==> src/verilog/ac_link_pkg.sv <==
// Constants shared by the sixteen-bit-slot input frame transmitter.
package ac_link_pkg;

	// ------------------------------------------------------------
	// Frame layout
	// ------------------------------------------------------------
	localparam int SLOT_BITS  = 16;
	localparam int NUM_SLOTS  = 16;
	localparam int FRAME_BITS = SLOT_BITS * NUM_SLOTS;

	localparam int TAG_READY_BIT   = 15;
	localparam int TAG_ZERO_HI_BIT = 14;
	localparam int TAG_ZERO_LO_BIT = 13;

	// ------------------------------------------------------------
	// Register byte offsets
	// ------------------------------------------------------------
	localparam logic [7:0] CTRL_OFS      = 8'h00;
	localparam logic [7:0] STATUS_OFS    = 8'h04;
	localparam logic [7:0] VALID_OFS     = 8'h08;
	localparam logic [1:0] SLOT_PAGE     = 2'h1;

	// ------------------------------------------------------------
	// Control register fields
	// ------------------------------------------------------------
	localparam int CTRL_W          = 6;
	localparam int CTRL_SLOT16_BIT = 0;
	localparam int CTRL_REGS_OK_BIT = 1;
	localparam int CTRL_SUBSYS_LSB = 2;
	localparam int CTRL_SUBSYS_W   = 4;
	localparam logic [CTRL_W-1:0] CTRL_RESET = 6'h00;

	// ------------------------------------------------------------
	// Status register fields
	// ------------------------------------------------------------
	localparam int STATUS_READY_BIT  = 0;
	localparam int STATUS_LINK_BIT   = 1;
	localparam int STATUS_ACTIVE_BIT = 2;
	localparam int STATUS_COUNT_LSB  = 16;

	localparam int VALID_W = NUM_SLOTS - 1;
	localparam logic [VALID_W-1:0] VALID_RESET = 15'h0000;

endpackage

==> src/verilog/ac_link_input_frame.sv <==
// Codec side of the sixteen-bit-slot input frame with its Avalon-MM register file.
`timescale 1ns/1ps
// Overview of operation
// - Each input frame is one 16-bit tag slot then fifteen 16-bit data slots.
// - In sixteen-bit-slot mode tag bits 13 and 14 go out as zero.
// - Frame sync is looked at on every bit clock falling edge, also mid-frame.
// - Frame starts on sync rising, caught at the next bit clock falling edge.
// - Next bit clock rising edge puts tag bit 15, codec ready, on the line.
// - Each bit leaves on a rising edge; controller samples on the falling edge.
// - Stream is MSB first; every non-valid bit position is sent as zero.
// - Codec ready reads zero while the codec is not ready for operation.
// - Ready only with link, control registers and at least one subsystem operational.
// - Once ready, tag bits below bit 15 flag validity of slots one to fifteen.
// - Both sides shift MSB first; core clock must exceed the bit clock.
module ac_link_input_frame
(
	input  wire logic        clk,
	input  wire logic        sys_rst,
	input  wire logic [7:0]  address,
	input  wire logic        read,
	input  wire logic        write,
	input  wire logic [31:0] writedata,
	input  wire logic [3:0]  byteenable,
	output logic      [31:0] readdata,
	output logic             waitrequest,
	input  wire logic        bit_clk,
	input  wire logic        frame_sync,
	output logic             serial_data_to_controller
);

	// ------------------------------------------------------------
	// Pin synchronisers and bit clock edges
	// ------------------------------------------------------------
	logic bclk_meta_reg;
	logic bclk_sync_reg;
	logic bclk_prev_reg;
	logic sync_meta_reg;
	logic sync_sync_reg;
	logic sync_at_fall_reg;

	always_ff @(posedge clk or posedge sys_rst)
	begin
		if (sys_rst)
		begin
			bclk_meta_reg <= 1'b0;
			bclk_sync_reg <= 1'b0;
			bclk_prev_reg <= 1'b0;
			sync_meta_reg <= 1'b0;
			sync_sync_reg <= 1'b0;
		end
		else
		begin
			bclk_meta_reg <= bit_clk;
			bclk_sync_reg <= bclk_meta_reg;
			bclk_prev_reg <= bclk_sync_reg;
			sync_meta_reg <= frame_sync;
			sync_sync_reg <= sync_meta_reg;
		end
	end

	wire bclk_rise = bclk_sync_reg & ~bclk_prev_reg;
	wire bclk_fall = ~bclk_sync_reg & bclk_prev_reg;

	// ------------------------------------------------------------
	// Frame start detection
	// ------------------------------------------------------------
	// Sync is only sampled on falling edges, so a one-bit pulse is enough.
	wire sync_rise_seen = bclk_fall & sync_sync_reg & ~sync_at_fall_reg;
	logic start_pending_reg;
	logic link_up_reg;
	wire  load_tag = bclk_rise & start_pending_reg;

	always_ff @(posedge clk or posedge sys_rst)
	begin
		if (sys_rst)
		begin
			sync_at_fall_reg  <= 1'b0;
			start_pending_reg <= 1'b0;
			link_up_reg       <= 1'b0;
		end
		else
		begin
			if (bclk_fall)
				sync_at_fall_reg <= sync_sync_reg;
			if (sync_rise_seen)
				start_pending_reg <= 1'b1;
			else if (bclk_rise)
				start_pending_reg <= 1'b0;
			if (sync_rise_seen)
				link_up_reg <= 1'b1;
		end
	end

	// ------------------------------------------------------------
	// Register file state
	// ------------------------------------------------------------
	logic [ac_link_pkg::CTRL_W-1:0]    ctrl_reg;
	logic [ac_link_pkg::VALID_W-1:0]   valid_reg;
	logic [ac_link_pkg::SLOT_BITS-1:0] slot_data_mem [0:ac_link_pkg::VALID_W-1];
	logic [15:0]                       frame_cnt_reg;

	wire slot16_mode = ctrl_reg[ac_link_pkg::CTRL_SLOT16_BIT];
	wire regs_ok     = ctrl_reg[ac_link_pkg::CTRL_REGS_OK_BIT];
	wire subsys_any  = |ctrl_reg[ac_link_pkg::CTRL_SUBSYS_LSB +: ac_link_pkg::CTRL_SUBSYS_W];

	// Ready needs a live link, working registers and at least one subsystem.
	wire codec_ready = link_up_reg & regs_ok & subsys_any;

	// ------------------------------------------------------------
	// Tag word
	// ------------------------------------------------------------
	logic [ac_link_pkg::VALID_W-1:0] tag_valid;

	for (genvar n = 1; n < ac_link_pkg::NUM_SLOTS; n++)
	begin : g_tag
		assign tag_valid[ac_link_pkg::VALID_W-n] = valid_reg[n-1];
	end

	wire [ac_link_pkg::VALID_W-1:0] tag_zero_mask =
		slot16_mode ? 15'h1fff : 15'h7fff;
	wire [ac_link_pkg::VALID_W-1:0] tag_flags =
		codec_ready ? (tag_valid & tag_zero_mask) : 15'h0000;
	wire [ac_link_pkg::SLOT_BITS-1:0] tag_word = {codec_ready, tag_flags};

	// ------------------------------------------------------------
	// Serial transmitter
	// ------------------------------------------------------------
	logic                              active_reg;
	logic [7:0]                        bit_cnt_reg;
	logic [ac_link_pkg::SLOT_BITS-1:0] shift_reg;
	logic                              sdata_reg;
	logic                              slot_valid_reg;
	logic                              ready_frame_reg;
	logic                              slot16_frame_reg;
	logic [ac_link_pkg::VALID_W-1:0]   valid_frame_reg;

	logic                              active_next;
	logic [7:0]                        bit_cnt_next;
	logic [ac_link_pkg::SLOT_BITS-1:0] shift_next;
	logic                              sdata_next;
	logic                              slot_valid_next;

	wire       last_bit   = bit_cnt_reg == 8'(ac_link_pkg::FRAME_BITS - 1);
	wire       slot_end   = bit_cnt_reg[3:0] == 4'hf;
	wire [3:0] next_index = bit_cnt_reg[7:4];
	wire       next_valid = ready_frame_reg & valid_frame_reg[next_index];

	// Invalid slots are stuffed with zero rather than stale memory contents.
	wire [ac_link_pkg::SLOT_BITS-1:0] next_word =
		next_valid ? slot_data_mem[next_index] : 16'h0000;

	always_comb
	begin
		active_next     = active_reg;
		bit_cnt_next    = bit_cnt_reg;
		shift_next      = shift_reg;
		sdata_next      = sdata_reg;
		slot_valid_next = slot_valid_reg;
		if (load_tag)
		begin
			active_next     = 1'b1;
			bit_cnt_next    = 8'h00;
			sdata_next      = tag_word[ac_link_pkg::TAG_READY_BIT];
			shift_next      = {tag_word[14:0], 1'b0};
			slot_valid_next = 1'b1;
		end
		else if (bclk_rise && active_reg)
		begin
			if (last_bit)
			begin
				active_next     = 1'b0;
				sdata_next      = 1'b0;
				shift_next      = 16'h0000;
				slot_valid_next = 1'b0;
			end
			else
			begin
				bit_cnt_next = bit_cnt_reg + 8'h01;
				if (slot_end)
				begin
					sdata_next      = next_word[15];
					shift_next      = {next_word[14:0], 1'b0};
					slot_valid_next = next_valid;
				end
				else
				begin
					sdata_next = shift_reg[15];
					shift_next = {shift_reg[14:0], 1'b0};
				end
			end
		end
	end

	always_ff @(posedge clk or posedge sys_rst)
	begin
		if (sys_rst)
		begin
			active_reg     <= 1'b0;
			bit_cnt_reg    <= 8'h00;
			shift_reg      <= 16'h0000;
			sdata_reg      <= 1'b0;
			slot_valid_reg <= 1'b0;
		end
		else
		begin
			active_reg     <= active_next;
			bit_cnt_reg    <= bit_cnt_next;
			shift_reg      <= shift_next;
			sdata_reg      <= sdata_next;
			slot_valid_reg <= slot_valid_next;
		end
	end

	// The frame keeps the settings seen at its start so a control or valid write cannot tear it; slot data is read at each slot start.
	always_ff @(posedge clk or posedge sys_rst)
	begin
		if (sys_rst)
		begin
			ready_frame_reg  <= 1'b0;
			slot16_frame_reg <= 1'b0;
			valid_frame_reg  <= ac_link_pkg::VALID_RESET;
			frame_cnt_reg    <= 16'h0000;
		end
		else if (load_tag)
		begin
			ready_frame_reg  <= codec_ready;
			slot16_frame_reg <= slot16_mode;
			// Slots whose tag bit is forced low must also go out as zero.
			valid_frame_reg  <= valid_reg & ~{13'h0000, {2{slot16_mode}}};
			frame_cnt_reg    <= frame_cnt_reg + 16'h0001;
		end
	end

	assign serial_data_to_controller = sdata_reg;

	// ------------------------------------------------------------
	// Avalon-MM slave
	// ------------------------------------------------------------
	logic ack_reg;
	logic wait_reg;
	logic [31:0] readdata_reg;

	wire request = read | write;
	wire ack_next = request & ~ack_reg;
	wire wr_en = write & ack_reg;
	wire rd_take = read & ~ack_reg;

	wire sel_ctrl   = address == ac_link_pkg::CTRL_OFS;
	wire sel_status = address == ac_link_pkg::STATUS_OFS;
	wire sel_valid  = address == ac_link_pkg::VALID_OFS;
	wire sel_slot   = (address[7:6] == ac_link_pkg::SLOT_PAGE) &&
		(address[5:2] != 4'h0) && (address[1:0] == 2'h0);
	wire [3:0] slot_ix = address[5:2] - 4'h1;

	wire [31:0] be_mask = {{8{byteenable[3]}}, {8{byteenable[2]}},
		{8{byteenable[1]}}, {8{byteenable[0]}}};
	wire [31:0] ctrl_merge = ({26'h0, ctrl_reg} & ~be_mask) | (writedata & be_mask);
	wire [31:0] valid_merge = ({17'h0, valid_reg} & ~be_mask) | (writedata & be_mask);
	wire [31:0] slot_merge = ({16'h0, slot_data_mem[slot_ix]} & ~be_mask) |
		(writedata & be_mask);

	wire [31:0] status_word = {frame_cnt_reg, 13'h0, active_reg, link_up_reg, codec_ready};
	wire [31:0] rd_mux =
		sel_ctrl   ? {26'h0, ctrl_reg} :
		sel_status ? status_word :
		sel_valid  ? {17'h0, valid_reg} :
		sel_slot   ? {16'h0, slot_data_mem[slot_ix]} :
		32'h0000_0000;

	always_ff @(posedge clk or posedge sys_rst)
	begin
		if (sys_rst)
		begin
			ack_reg      <= 1'b0;
			wait_reg     <= 1'b1;
			readdata_reg <= 32'h0000_0000;
		end
		else
		begin
			ack_reg  <= ack_next;
			wait_reg <= ~ack_next;
			if (rd_take)
				readdata_reg <= rd_mux;
		end
	end

	always_ff @(posedge clk or posedge sys_rst)
	begin
		if (sys_rst)
		begin
			ctrl_reg  <= ac_link_pkg::CTRL_RESET;
			valid_reg <= ac_link_pkg::VALID_RESET;
		end
		else if (wr_en)
		begin
			if (sel_ctrl)
				ctrl_reg <= ctrl_merge[ac_link_pkg::CTRL_W-1:0];
			if (sel_valid)
				valid_reg <= valid_merge[ac_link_pkg::VALID_W-1:0];
		end
	end

	always_ff @(posedge clk or posedge sys_rst)
	begin
		if (sys_rst)
		begin
			for (int i = 0; i < ac_link_pkg::VALID_W; i++)
				slot_data_mem[i] <= 16'h0000;
		end
		else if (wr_en && sel_slot)
			slot_data_mem[slot_ix] <= slot_merge[15:0];
	end

	assign readdata    = readdata_reg;
	assign waitrequest = wait_reg;
endmodule

==> config.mk <==
export PLATFORM = sky130hd
export DESIGN_NAME = ac_link_input_frame
export DESIGN_NICKNAME = d
export VERILOG_FILES = /design/src/verilog/ac_link_pkg.sv /design/src/verilog/ac_link_input_frame.sv
export SDC_FILE = /design/constraint.sdc
export NUM_CORES = 1
export LEC_CHECK = 0
export BUFFER_PORTS_ARGS = -buffer_cell sky130_fd_sc_hd__buf_2
export CORE_ASPECT_RATIO = 0.8
export CORE_UTILIZATION = 30
export CTS_BUF_LIST = sky130_fd_sc_hd__clkbuf_4 sky130_fd_sc_hd__clkbuf_8
export DETAILED_ROUTE_END_ITERATION = 10
export PLACE_DENSITY = 0.43
export REMOVE_ABC_BUFFERS = 1
export SYNTH_ARGS = -nofsm -noshare
export SYNTH_HDL_FRONTEND = slang
export SYNTH_SLANG_ARGS = --single-unit
==> constraint.sdc <==
create_clock -name clk -period 20.2 [get_ports clk]
set_input_delay 3.03 -clock clk [delete_from_list [all_inputs] [get_ports clk]]
set_output_delay 3.03 -clock clk [all_outputs]
set_load 0.05 [all_outputs]
=== Word level (Yosys, flattened, before mapping) ===
Index checks and enable logic that the tools add are counted.

* Input port bits: 50
* Register bits after elaboration: 361
* Memories: 0
* Output and inout bits: 34
* Memory bits (writable): 0
* Memory bits (read-only): 0
* Bits in latches: 0
* Word-level logic and storage cells: 128

* Shifts and indexed selects: 0
* Eq/ne operators: 6
* Bitwise gates (word level): 30
* $mul: 0
* $lt $le $gt $ge: 4
* Reduce and logical (&&, ||, !) cells: 16
* $add $sub $neg: 3
* Divide/modulo/power cells: 0
* Multiplexer cells: 34

{| class="wikitable"
|+ Operator list
! kind !! count
|-
| $bwmux W240 || 1
|-
| $mux W16 || 12
|-
| $bmux W16 S4 || 2
|-
| $demux W16 S4 || 1
|-
| $mux W32 || 2
|-
| $and A15 B15 Y15 || 3
|-
| $and A16 B16 Y16 || 2
|-
| $mux W15 || 2
|-
| $mux W8 || 3
|-
| $add A16 B1 Y16 const B || 1
|-
| $not A16 Y16 || 1
|-
| $or A16 B16 Y16 || 1
|-
| $not A2 Y15 || 1
|-
| $or A15 B15 Y15 || 1
|-
| $and A1 B1 Y1 || 11
|-
| $ge A5 B5 Y1 const B || 2
|-
| $mux W1 || 10
|-
| $not A4 Y5 || 2
|-
| $add A8 B1 Y8 const B || 1
|-
| $eq A8 B3 Y1 const B || 1
|-
| $eq A8 B4 Y1 const B || 1
|-
| $eq A8 B8 Y1 const B || 1
|-
| $logic_not A8 Y1 || 1
|-
| $reduce_and A2 Y1 || 4
|-
| other kinds (16) || 26
|}

=== Longest topological paths before layout ===
Gate-level depths: netlist of the first run.

* Depth after elaboration: 9
* Depth in mapped cells: 16
* Depth with buffers taken out: 8

=== Least setup slack after synthesis of the first run ===
Ideal clock, no wire load.

* Path type: input port to flip-flop
* Start point: in address[2]
* End point: reg slot_data_mem[106] in the netlist's numbering
* Arrival: 6.184 ns
* Path slack: 13.891 ns
* Required time: 20.075 ns
* Buffers on the path: 8
* Setup time: 0.125 ns
* Stages: 14
* Cells stage by stage: buf_6 buf_6 buf_4 clkinv_1 buf_2 ha_1 buf_2 buf_4 clkbuf_1 mux4_2 a221oi_2 a21oi_2 buf_6 mux2_2

* Longest elaborated chain between the ends: 8
* Elaborated cells between the ends (all ways): 17
* Classes of those cells: 1 x add/sub; 2 x order compare; 6 x mux; 3 x bitwise; 5 x reduce/logical

{| class="wikitable"
|+ RTL lines
! item !! RTL line !! text
|-
| from (decl) || ac_link_input_frame.sv:19 || <nowiki>input wire logic [7:0] address,</nowiki>
|-
| $sub A4 B1 Y4 || ac_link_input_frame.sv:253 || <nowiki>wire [3:0] slot_ix = address[5:2] - 4'h1;</nowiki>
|-
| $not A4 Y5 (not written as such) || ac_link_input_frame.sv:259, ac_link_input_frame.sv:311 ||
|-
| $bmux W16 S4 || ac_link_input_frame.sv:259 || <nowiki>wire [31:0] slot_merge = ({16'h0, slot_data_mem[slot_ix]} & ~be_mask) |</nowiki>
|-
| $mux W16 (not written as such) (2 in a row) || ac_link_input_frame.sv:259 ||
|-
| $and A16 B16 Y16 || ac_link_input_frame.sv:259 ||
|-
| $or A16 B16 Y16 || ac_link_input_frame.sv:259 ||
|-
| $bwmux W240 || ac_link_input_frame.sv:311 || <nowiki>slot_data_mem[slot_ix] <= slot_merge[15:0];</nowiki>
|-
| to (signal, indexed assignment) || ac_link_input_frame.sv:311 ||
|-
| to (decl) || ac_link_input_frame.sv:99 || <nowiki>logic [ac_link_pkg::SLOT_BITS-1:0] slot_data_mem [0:ac_link_pkg::VALID_W-1];</nowiki>
|}

Parallel ways exist; a longest one is shown, timed or not. The select of a mux whose other input is x is not followed.
A chain may end at the register's enable or synchronous reset.

=== Final worst setup path of the first run ===
* Start point: in address[2]
* End point: reg slot_data_mem[114] in the netlist's numbering

Same word-level chain as after synthesis.

==> results.tsv, run 1 <==
stage	metric	value	unit
critical_path	endpoint_kind	flop	
timing	layout_setup_ws	13.44	ns
logic_synthesis	synth_edf_count	0	
placement	place.port_buffers	65	
cts	numCtsBuffers	61	
global_routing	grt_pass1_wl	90.87	mm
cts	clk_path_buf_depth	3	
logic_synthesis	synth_top_area_cell	dfrtp_1	
route	wl_met2	25.83	mm
route	antenna_left	0	
cells_and_area	stdcell_area	0.02043	sq mm
floorplan	start_util	30.32	%
power_and_ir_drop	power_leakage	8.681	nW
floorplan	die_y	221.4	microns
logic_synthesis	synthTopCellsByArea	dfrtp_1 (50%), mux4_2 (14%), o21ai_0 (8.0%)	
route	totalWireLength	60.74	mm
placement	gp_congestion	0.8045	
floorplan	row_count	80	
global_routing	grt_max_degree	170	
floorplan	ios	84	
timing	setup_tns	0	ns
cells_and_area	utilization	34.31	%
cells_and_area	final_layout_size_suffix_gt1_share	23.09	%
critical_path	worst_ep_required_time	20.69	ns
logic_synthesis	synth_cell_type_count	58	
logic_synthesis	synth.top_cells.by_count	dfrtp_1 (359), nand2_1 (351), o21ai_0 (289)	
timing	fmax	147.8	MHz
cells_and_area	area_delta_synth_final	13.17	%
placement	dpl.hpwl	37.03	mm
logic_synthesis	syn_area	0.01806	sq mm
route	first_pass_iters	5	
critical_path	start_kind	primary input	
timing	slew-limit-headroom	21.18	%
critical_path	criticalPathCategory	primary input to flop	
timing	period_minus_slack	6.764	ns
cells_and_area	fin_nets	1750	
cts	cts_tree	yes	
floorplan	die_w	276.3	microns
floorplan	die_area	0.06118	sq mm
timing	min_period_over_period	33.48	%
logic_synthesis	synth-seq-cells	360	
logic_synthesis	synth_ff_type	dfrtp_1	
critical_path	critical_path.most_common_cell	buf_4	
hold_path	worstHoldPathType	flop to flop	
cts	clkLatencyLatePin	0.68	ns
route	drt-initial-drc-count	1135	
cts	clockRootBuffer	clkbuf_8	
timing	finalMaxSlewViolations	0	
timing	finalSetupViolCount	0	
timing	holdWs	0.3482	ns
critical_path	cp.arrival	7.25	ns
power_and_ir_drop	total_power	1.687	mW
route	drt-met1-wl	28.75	mm
cts	post_cts_buffers	0	
timing	tightest_slew	1.152	ns
job	drv_cap	0	
cells_and_area	n_antenna_cell	0	
timing	hold_viol_final	0	
critical_path	worstPathMaxFanout	52	
critical_path	worstPathCellList	buf_4 -> clkinv_1 -> buf_4 -> ha_4 -> buf_4 -> mux4_2 -> nand2_1 -> nand4_1 -> mux2i_1 -> o21ai_0	
route	dr.max_layer_used	met4	
critical_path	cpMaxStageDelayCell	mux2i_1	
logic_synthesis	async_reset_ff_share	100.0	%
logic_synthesis	yosysMostFrequentCell	dfrtp_1	
placement	post-place-ws	12.79	ns
placement	dp.cells	2409	
cts	ctsHoldBuffers	0	
logic_synthesis	synth_top_area_share	49.75	%
logic_synthesis	synth_seq_area_share	49.90	%
cts	htreeDepth	2	
run_status	outcome	finished clean	
floorplan	core	0.05956	sq mm
route	via_per_inst	5.374	
timing	clock_skew	0.03873	ns
logic_synthesis	synth_cells	1665	
route	wl_per_cell	24.07	microns
global_routing	grt_overflow	0	
cts	clk_pin_slew_worst_paths	0.06	ns
critical_path	max_stage_delay	0.95	ns
power_and_ir_drop	power.density	82.56	mW/mm^2
global_routing	antenna_found_initial	0	
cells_and_area	stdcell_count	2524	
logic_synthesis	yosysWarnings	0	
route	vias	13560	
global_routing	grt_pass1_vias	13610	
route	drc	0	
timing	rsz0062_at_grt	no	
cts	ctsResizeCount	0	
cts	cts_sinks	360	
power_and_ir_drop	ir_drop	0.00004693	V
placement	placed_area	0.01907	sq mm
global_routing	track_usage	20.00	%
cells_and_area	fillerInstances	5928	
logic_synthesis	synth.avg_cell_area	10.84	sq um
cells_and_area	largest_register_ffs	240	
route	wl_met3	4.355	mm
## worst max-delay path, delay by kind of cell
family / cells / cell delay (ns)
AO/OA/AOI/OAI: 1 / 0.23
multiplexers: 2 / 1.38
buffers and inverters: 4 / 1.52
adder cells (fa/ha/maj): 1 / 0.61
AND/OR/NAND/NOR: 2 / 0.39
## final timing paths
check                                      startpoint                              to  slack [ns]  cells after the start
hold / removal                sync_meta_reg$_DFF_PP0_         sync_sync_reg$_DFF_PP0_        0.35                      0
setup / recovery                           address[2]  slot_data_mem[114]$_DFFE_PP0P_       13.44                     10
min in group asynchronous                     sys_rst   slot_data_mem[71]$_DFFE_PP0P_        2.52                      2
hold reg to reg               sync_meta_reg$_DFF_PP0_         sync_sync_reg$_DFF_PP0_        0.35                      0
max in group asynchronous                     sys_rst      bit_cnt_reg[5]$_DFFE_PP0P_       16.05                      3
setup reg to reg           bit_cnt_reg[4]$_DFFE_PP0P_        shift_reg[1]$_DFFE_PP0P_       16.52                      7
## logic make-up (layout without fill, tap and decap cells)
| kind of cell | after synthesis | in the layout | synth area share (%) |
|---|---|---|---|
| compound gates | 399 | 399 | 12.66 |
| xor+xnor | 20 | 20 | 0.9701 |
| fa+ha+maj | 7 | 7 | 0.4850 |
| buf+inv | 151 | 231 | 3.735 |
| flops | 360 | 360 | 49.90 |
| mux | 210 | 210 | 19.91 |
| simple gates | 518 | 518 | 12.34 |
## cell type report
type	instances	area, sq um	share of cell area (%)
Clock buffer	96	1209	5.915
Tap cell	779	974.7	4.770
Timing Repair Buffer	99	595.6	2.915
Clock inverter	19	160.2	0.7837
Sequential cell	360	9020	44.14
Multi-Input combinational cell	1154	8404	41.13
Inverter	17	71.32	0.3490
## power breakdown
| group | internal [mW] | switching [mW] | total (mW) | leakage, nW |
|---|---|---|---|---|
| clock | 0.407 | 0.328 | 0.734 | 0.716 |
| combinational | 0.0577 | 0.107 | 0.164 | 3.05 |
| sequential | 0.754 | 0.0341 | 0.788 | 4.91 |
## metal layers
metal	global-route usage, %	vias up
li1	-	6089
met1	29.24	6908
met2	28.98	454
met3	4.614	113
met4	6.794	0
met5	0	-
## placed cells by master, fill, tap and decap left out, types with 18 or more instances in the layout
master      n
clkbuf_8   78
o21ai_0   288
buf_2      64
clkbuf_4   18
a21oi_1    26
buf_4      34
mux4_2    114
nand3_1    22
nand2_1   351
nand4_1    33
nor2_1     46
mux2_2     53
dfrtp_1   355
mux2i_1    43
Power figures use the tool's default switching activity.
==> inputs of run 2 (changes only) <==
--- a/config.mk
+++ b/config.mk
@@ -5,12 +5,13 @@
 export SDC_FILE = /design/constraint.sdc
 export NUM_CORES = 1
 export LEC_CHECK = 0
+export ABC_AREA = 1
 export BUFFER_PORTS_ARGS = -buffer_cell sky130_fd_sc_hd__buf_2
 export CORE_ASPECT_RATIO = 0.8
 export CORE_UTILIZATION = 30
 export CTS_BUF_LIST = sky130_fd_sc_hd__clkbuf_4 sky130_fd_sc_hd__clkbuf_8
 export DETAILED_ROUTE_END_ITERATION = 10
-export PLACE_DENSITY = 0.43
+export PLACE_DENSITY = 0.44
 export REMOVE_ABC_BUFFERS = 1
 export SYNTH_ARGS = -nofsm -noshare
 export SYNTH_HDL_FRONTEND = slang
==> constraint.sdc (replaced) <==
create_clock -name clk -period 5.6 [get_ports clk]
set_input_delay 0.84 -clock clk [delete_from_list [all_inputs] [get_ports clk]]
set_output_delay 0.84 -clock clk [all_outputs]
set_load 0.05 [all_outputs]
==> results.tsv, run 2 <==
stage	metric	value	unit	change
route	first_pass_iters	6		+1
logic_synthesis	synth_cells	2703		+62%
cells_and_area	n_antenna_cell	0		unchanged
logic_synthesis	async_reset_ff_share	100.0	%	unchanged
logic_synthesis	synth_ff_type	dfrtp_1		
timing	clock_skew	0.02005	ns	-0.01868 ns
logic_synthesis	synth_cell_type_count	43		-26%
logic_synthesis	syn_area	0.01952	sq mm	+8.1%
global_routing	track_usage	25.24	%	+5.2 points
global_routing	grt_pass1_wl	122.8	mm	+35%
floorplan	die_y	230.2	microns	+3.9%
power_and_ir_drop	ir_drop	0.0001387	V	+200%
power_and_ir_drop	total_power	6.644	mW	+290%
timing	rsz0062_at_grt	no		
logic_synthesis	synth_seq_area_share	46.16	%	-3.7 points
global_routing	grt_pass1_vias	18230		+34%
power_and_ir_drop	pwr-share-seq	43.0	%	-3.7 points
timing	slew-limit-headroom	12.78	%	-8.4 points
floorplan	die_area	0.06610	sq mm	+8.0%
critical_path	start_kind	primary input		
global_routing	grt_overflow	0		unchanged
timing	hold_viol_final	0		unchanged
cts	numCtsBuffers	67		+9.8%
cells_and_area	area_delta_synth_final	13.28	%	about the same
power_and_ir_drop	p_sw	2.035	mW	+330%
placement	post-place-ws	1.063	ns	-11.73 ns
logic_synthesis	synth-seq-cells	360		unchanged
cts	clk_pin_slew_worst_paths	0.06	ns	about the same
placement	dp.cells	3500		+45%
timing	holdWs	0.3090	ns	-0.03926 ns
floorplan	core	0.06428	sq mm	+7.9%
logic_synthesis	synth.top_cells.by_count	nand2_1 (896), dfrtp_1 (359), nand3_1 (302)		
placement	placed_area	0.02066	sq mm	+8.3%
route	wl_per_cell	23.11	microns	-4.0%
critical_path	cp-endpoint	slot_data_mem[5]$_DFFE_PP0P_		
critical_path	endpoint_kind	flop		
cts	cts_sinks	360		unchanged
cells_and_area	stdcell_area	0.02211	sq mm	+8.2%
critical_path	reg2reg_from	bit_cnt_reg[7]$_DFFE_PP0P_		
logic_synthesis	synthTopCellsByArea	dfrtp_1 (46%), nand2_1 (17%), nand3_1 (7.7%)		
power_and_ir_drop	clockPowerShare	42.7	%	-0.8 points
cells_and_area	final_layout_size_suffix_gt1_share	11.38	%	-12 points
cells_and_area	fillerInstances	6804		+15%
logic_synthesis	yosysMostFrequentCell	nand2_1		
cells_and_area	stdcell_count	3618		+43%
critical_path	crit_start	address[2]		
cells_and_area	fin_nets	2776		+59%
cells_and_area	final_cell_mix	nand2_1 (896), dfrtp_1 (358), nand3_1 (302)		
timing	finalSetupViolCount	0		unchanged
floorplan	row_count	83		+3.8%
logic_synthesis	yosysWarnings	0		unchanged
route	drc	0		unchanged
cts	cts_tree	yes		
placement	place.port_buffers	65		unchanged
global_routing	antenna_found_initial	1		+1
cts	htreeDepth	3		+1
cts	post_cts_buffers	0		unchanged
global_routing	grt_max_degree	155		-8.8%
critical_path	worst_r2r_endpoint	shift_reg[6]$_DFFE_PP0P_		
route	totalWireLength	83.61	mm	+38%
job	drv_cap	0		unchanged
timing	period_minus_slack	3.974	ns	
hold_path	worstHoldPathType	primary input to async pin		
route	via_per_inst	5.333		-0.77%
run_status	outcome	finished clean		
critical_path	worstPathMaxFanout	38		-27%
placement	dpl.hpwl	50.57	mm	+37%
timing	setup_tns	0	ns	unchanged
power_and_ir_drop	power.density	300.5	mW/mm^2	+260%
power_and_ir_drop	swShare	30.63	%	+2.8 points
cells_and_area	final_common_cell	nand2_1		
cts	ctsResizeCount	0		unchanged
floorplan	ios	84		unchanged
floorplan	die_w	287.2	microns	+3.9%
cells_and_area	largest_register_ffs	240		unchanged
logic_synthesis	synth_top_area_cell	dfrtp_1		
route	vias	19290		+42%
floorplan	start_util	30.37	%	+0.049 points
logic_synthesis	synth_edf_count	0		unchanged
timing	fmax	251.6	MHz	
logic_synthesis	synth.avg_cell_area	7.222	sq um	-33%
power_and_ir_drop	intPower	4.609	mW	+280%
timing	finalMaxSlewViolations	0		unchanged
power_and_ir_drop	power_leakage	10.98	nW	+26%
timing	tightest_slew	1.307	ns	+0.1544 ns
placement	gp_congestion	0.8483		+5.4%
critical_path	reg2reg_depth	7		unchanged
cells_and_area	utilization	34.40	%	+0.088 points
cts	ctsHoldBuffers	0		unchanged
timing	min_period_over_period	70.96	%	
critical_path	cp.arrival	4.44	ns	-2.81 ns
power_and_ir_drop	combPwrFrac	14.2	%	+4.5 points
critical_path	worst_ep_required_time	6.07	ns	-14.62 ns
critical_path	criticalPathCategory	primary input to flop		
cts	clkLatencyLatePin	0.65	ns	-0.03 ns
cts	clockRootBuffer	clkbuf_8		
logic_synthesis	synth_top_area_share	46.02	%	-3.7 points
route	antenna_left	0		unchanged
critical_path	r2r_setup_slack	2.44	ns	-14.08 ns
cts	clk_path_buf_depth	3		unchanged
timing	layout_setup_ws	1.626	ns	-11.81 ns
route	drt-initial-drc-count	2059		+81%
run 2: area by class of cell:
cell class              instances  area, sq um  share of cell area (%)
multi-input cells            1999         9087                   41.10
flip-flops and latches        360         9014                   40.76
clock buffers                 108         1380                   6.241
well taps                     850         1064                   4.810
repair buffers                127        868.3                   3.927
inverters                     164        624.3                   2.824
clock inverters                10        75.07                  0.3395
run 2: logic make-up (layout without fill, tap and decap cells):
group	count (synthesis)	in the layout	share of synthesized area [%]
xor+xnor	16	16	0.8526
compound gates	496	496	13.76
fa+ha+maj	7	7	0.4487
buf+inv	344	409	7.326
simple gates	1480	1480	31.45
flops	360	360	46.16
run 2: critical path, cell delays in order:
cell and delay, ns:
buf_4 0.40, clkinv_2 0.20, ha_1 0.32, xnor2_2 0.30
nor2_2 0.92, buf_4 0.33, inv_2 0.06, nor2_1 0.12
inv_1 0.58, nand2_1 0.21, o21ai_0 0.10
run 2: metal layers:
metal / up-vias / global-route usage [%] / wire length [microns]
li1: 8827 / - / -
met5: - / 0 / 0
met2: 910 / 36.48 / 35260
met3: 187 / 5.486 / 7361
met4: 0 / 9.475 / 2942
met1: 9369 / 36.45 / 38040
run 2: how the worst min path moves through the flow:
stage                            startpoint                             end  slack, ns  cells after the start
floorplan           bclk_meta_reg$_DFF_PP0_         bclk_sync_reg$_DFF_PP0_       0.33                      0
global placement    bclk_meta_reg$_DFF_PP0_         bclk_sync_reg$_DFF_PP0_       0.34                      0
detailed placement  sync_meta_reg$_DFF_PP0_         sync_sync_reg$_DFF_PP0_       0.34                      0
CTS                              frame_sync         sync_meta_reg$_DFF_PP0_       0.24                      1
global route                     frame_sync         sync_meta_reg$_DFF_PP0_       0.25                      1
finish                              sys_rst  slot_data_mem[146]$_DFFE_PP0P_       0.31                      2
run 2: power groups by stage:
stage	Clock, mW	Combinational (mW)	Sequential, mW
2_1_floorplan	0	0.537	2.92
3_3_place_gp	0	0.927	2.90
3_5_place_dp	0	0.934	2.90
4_1_cts	2.90	0.937	2.86
5_1_grt	3.01	1.04	2.88
6_report	2.84	0.947	2.86
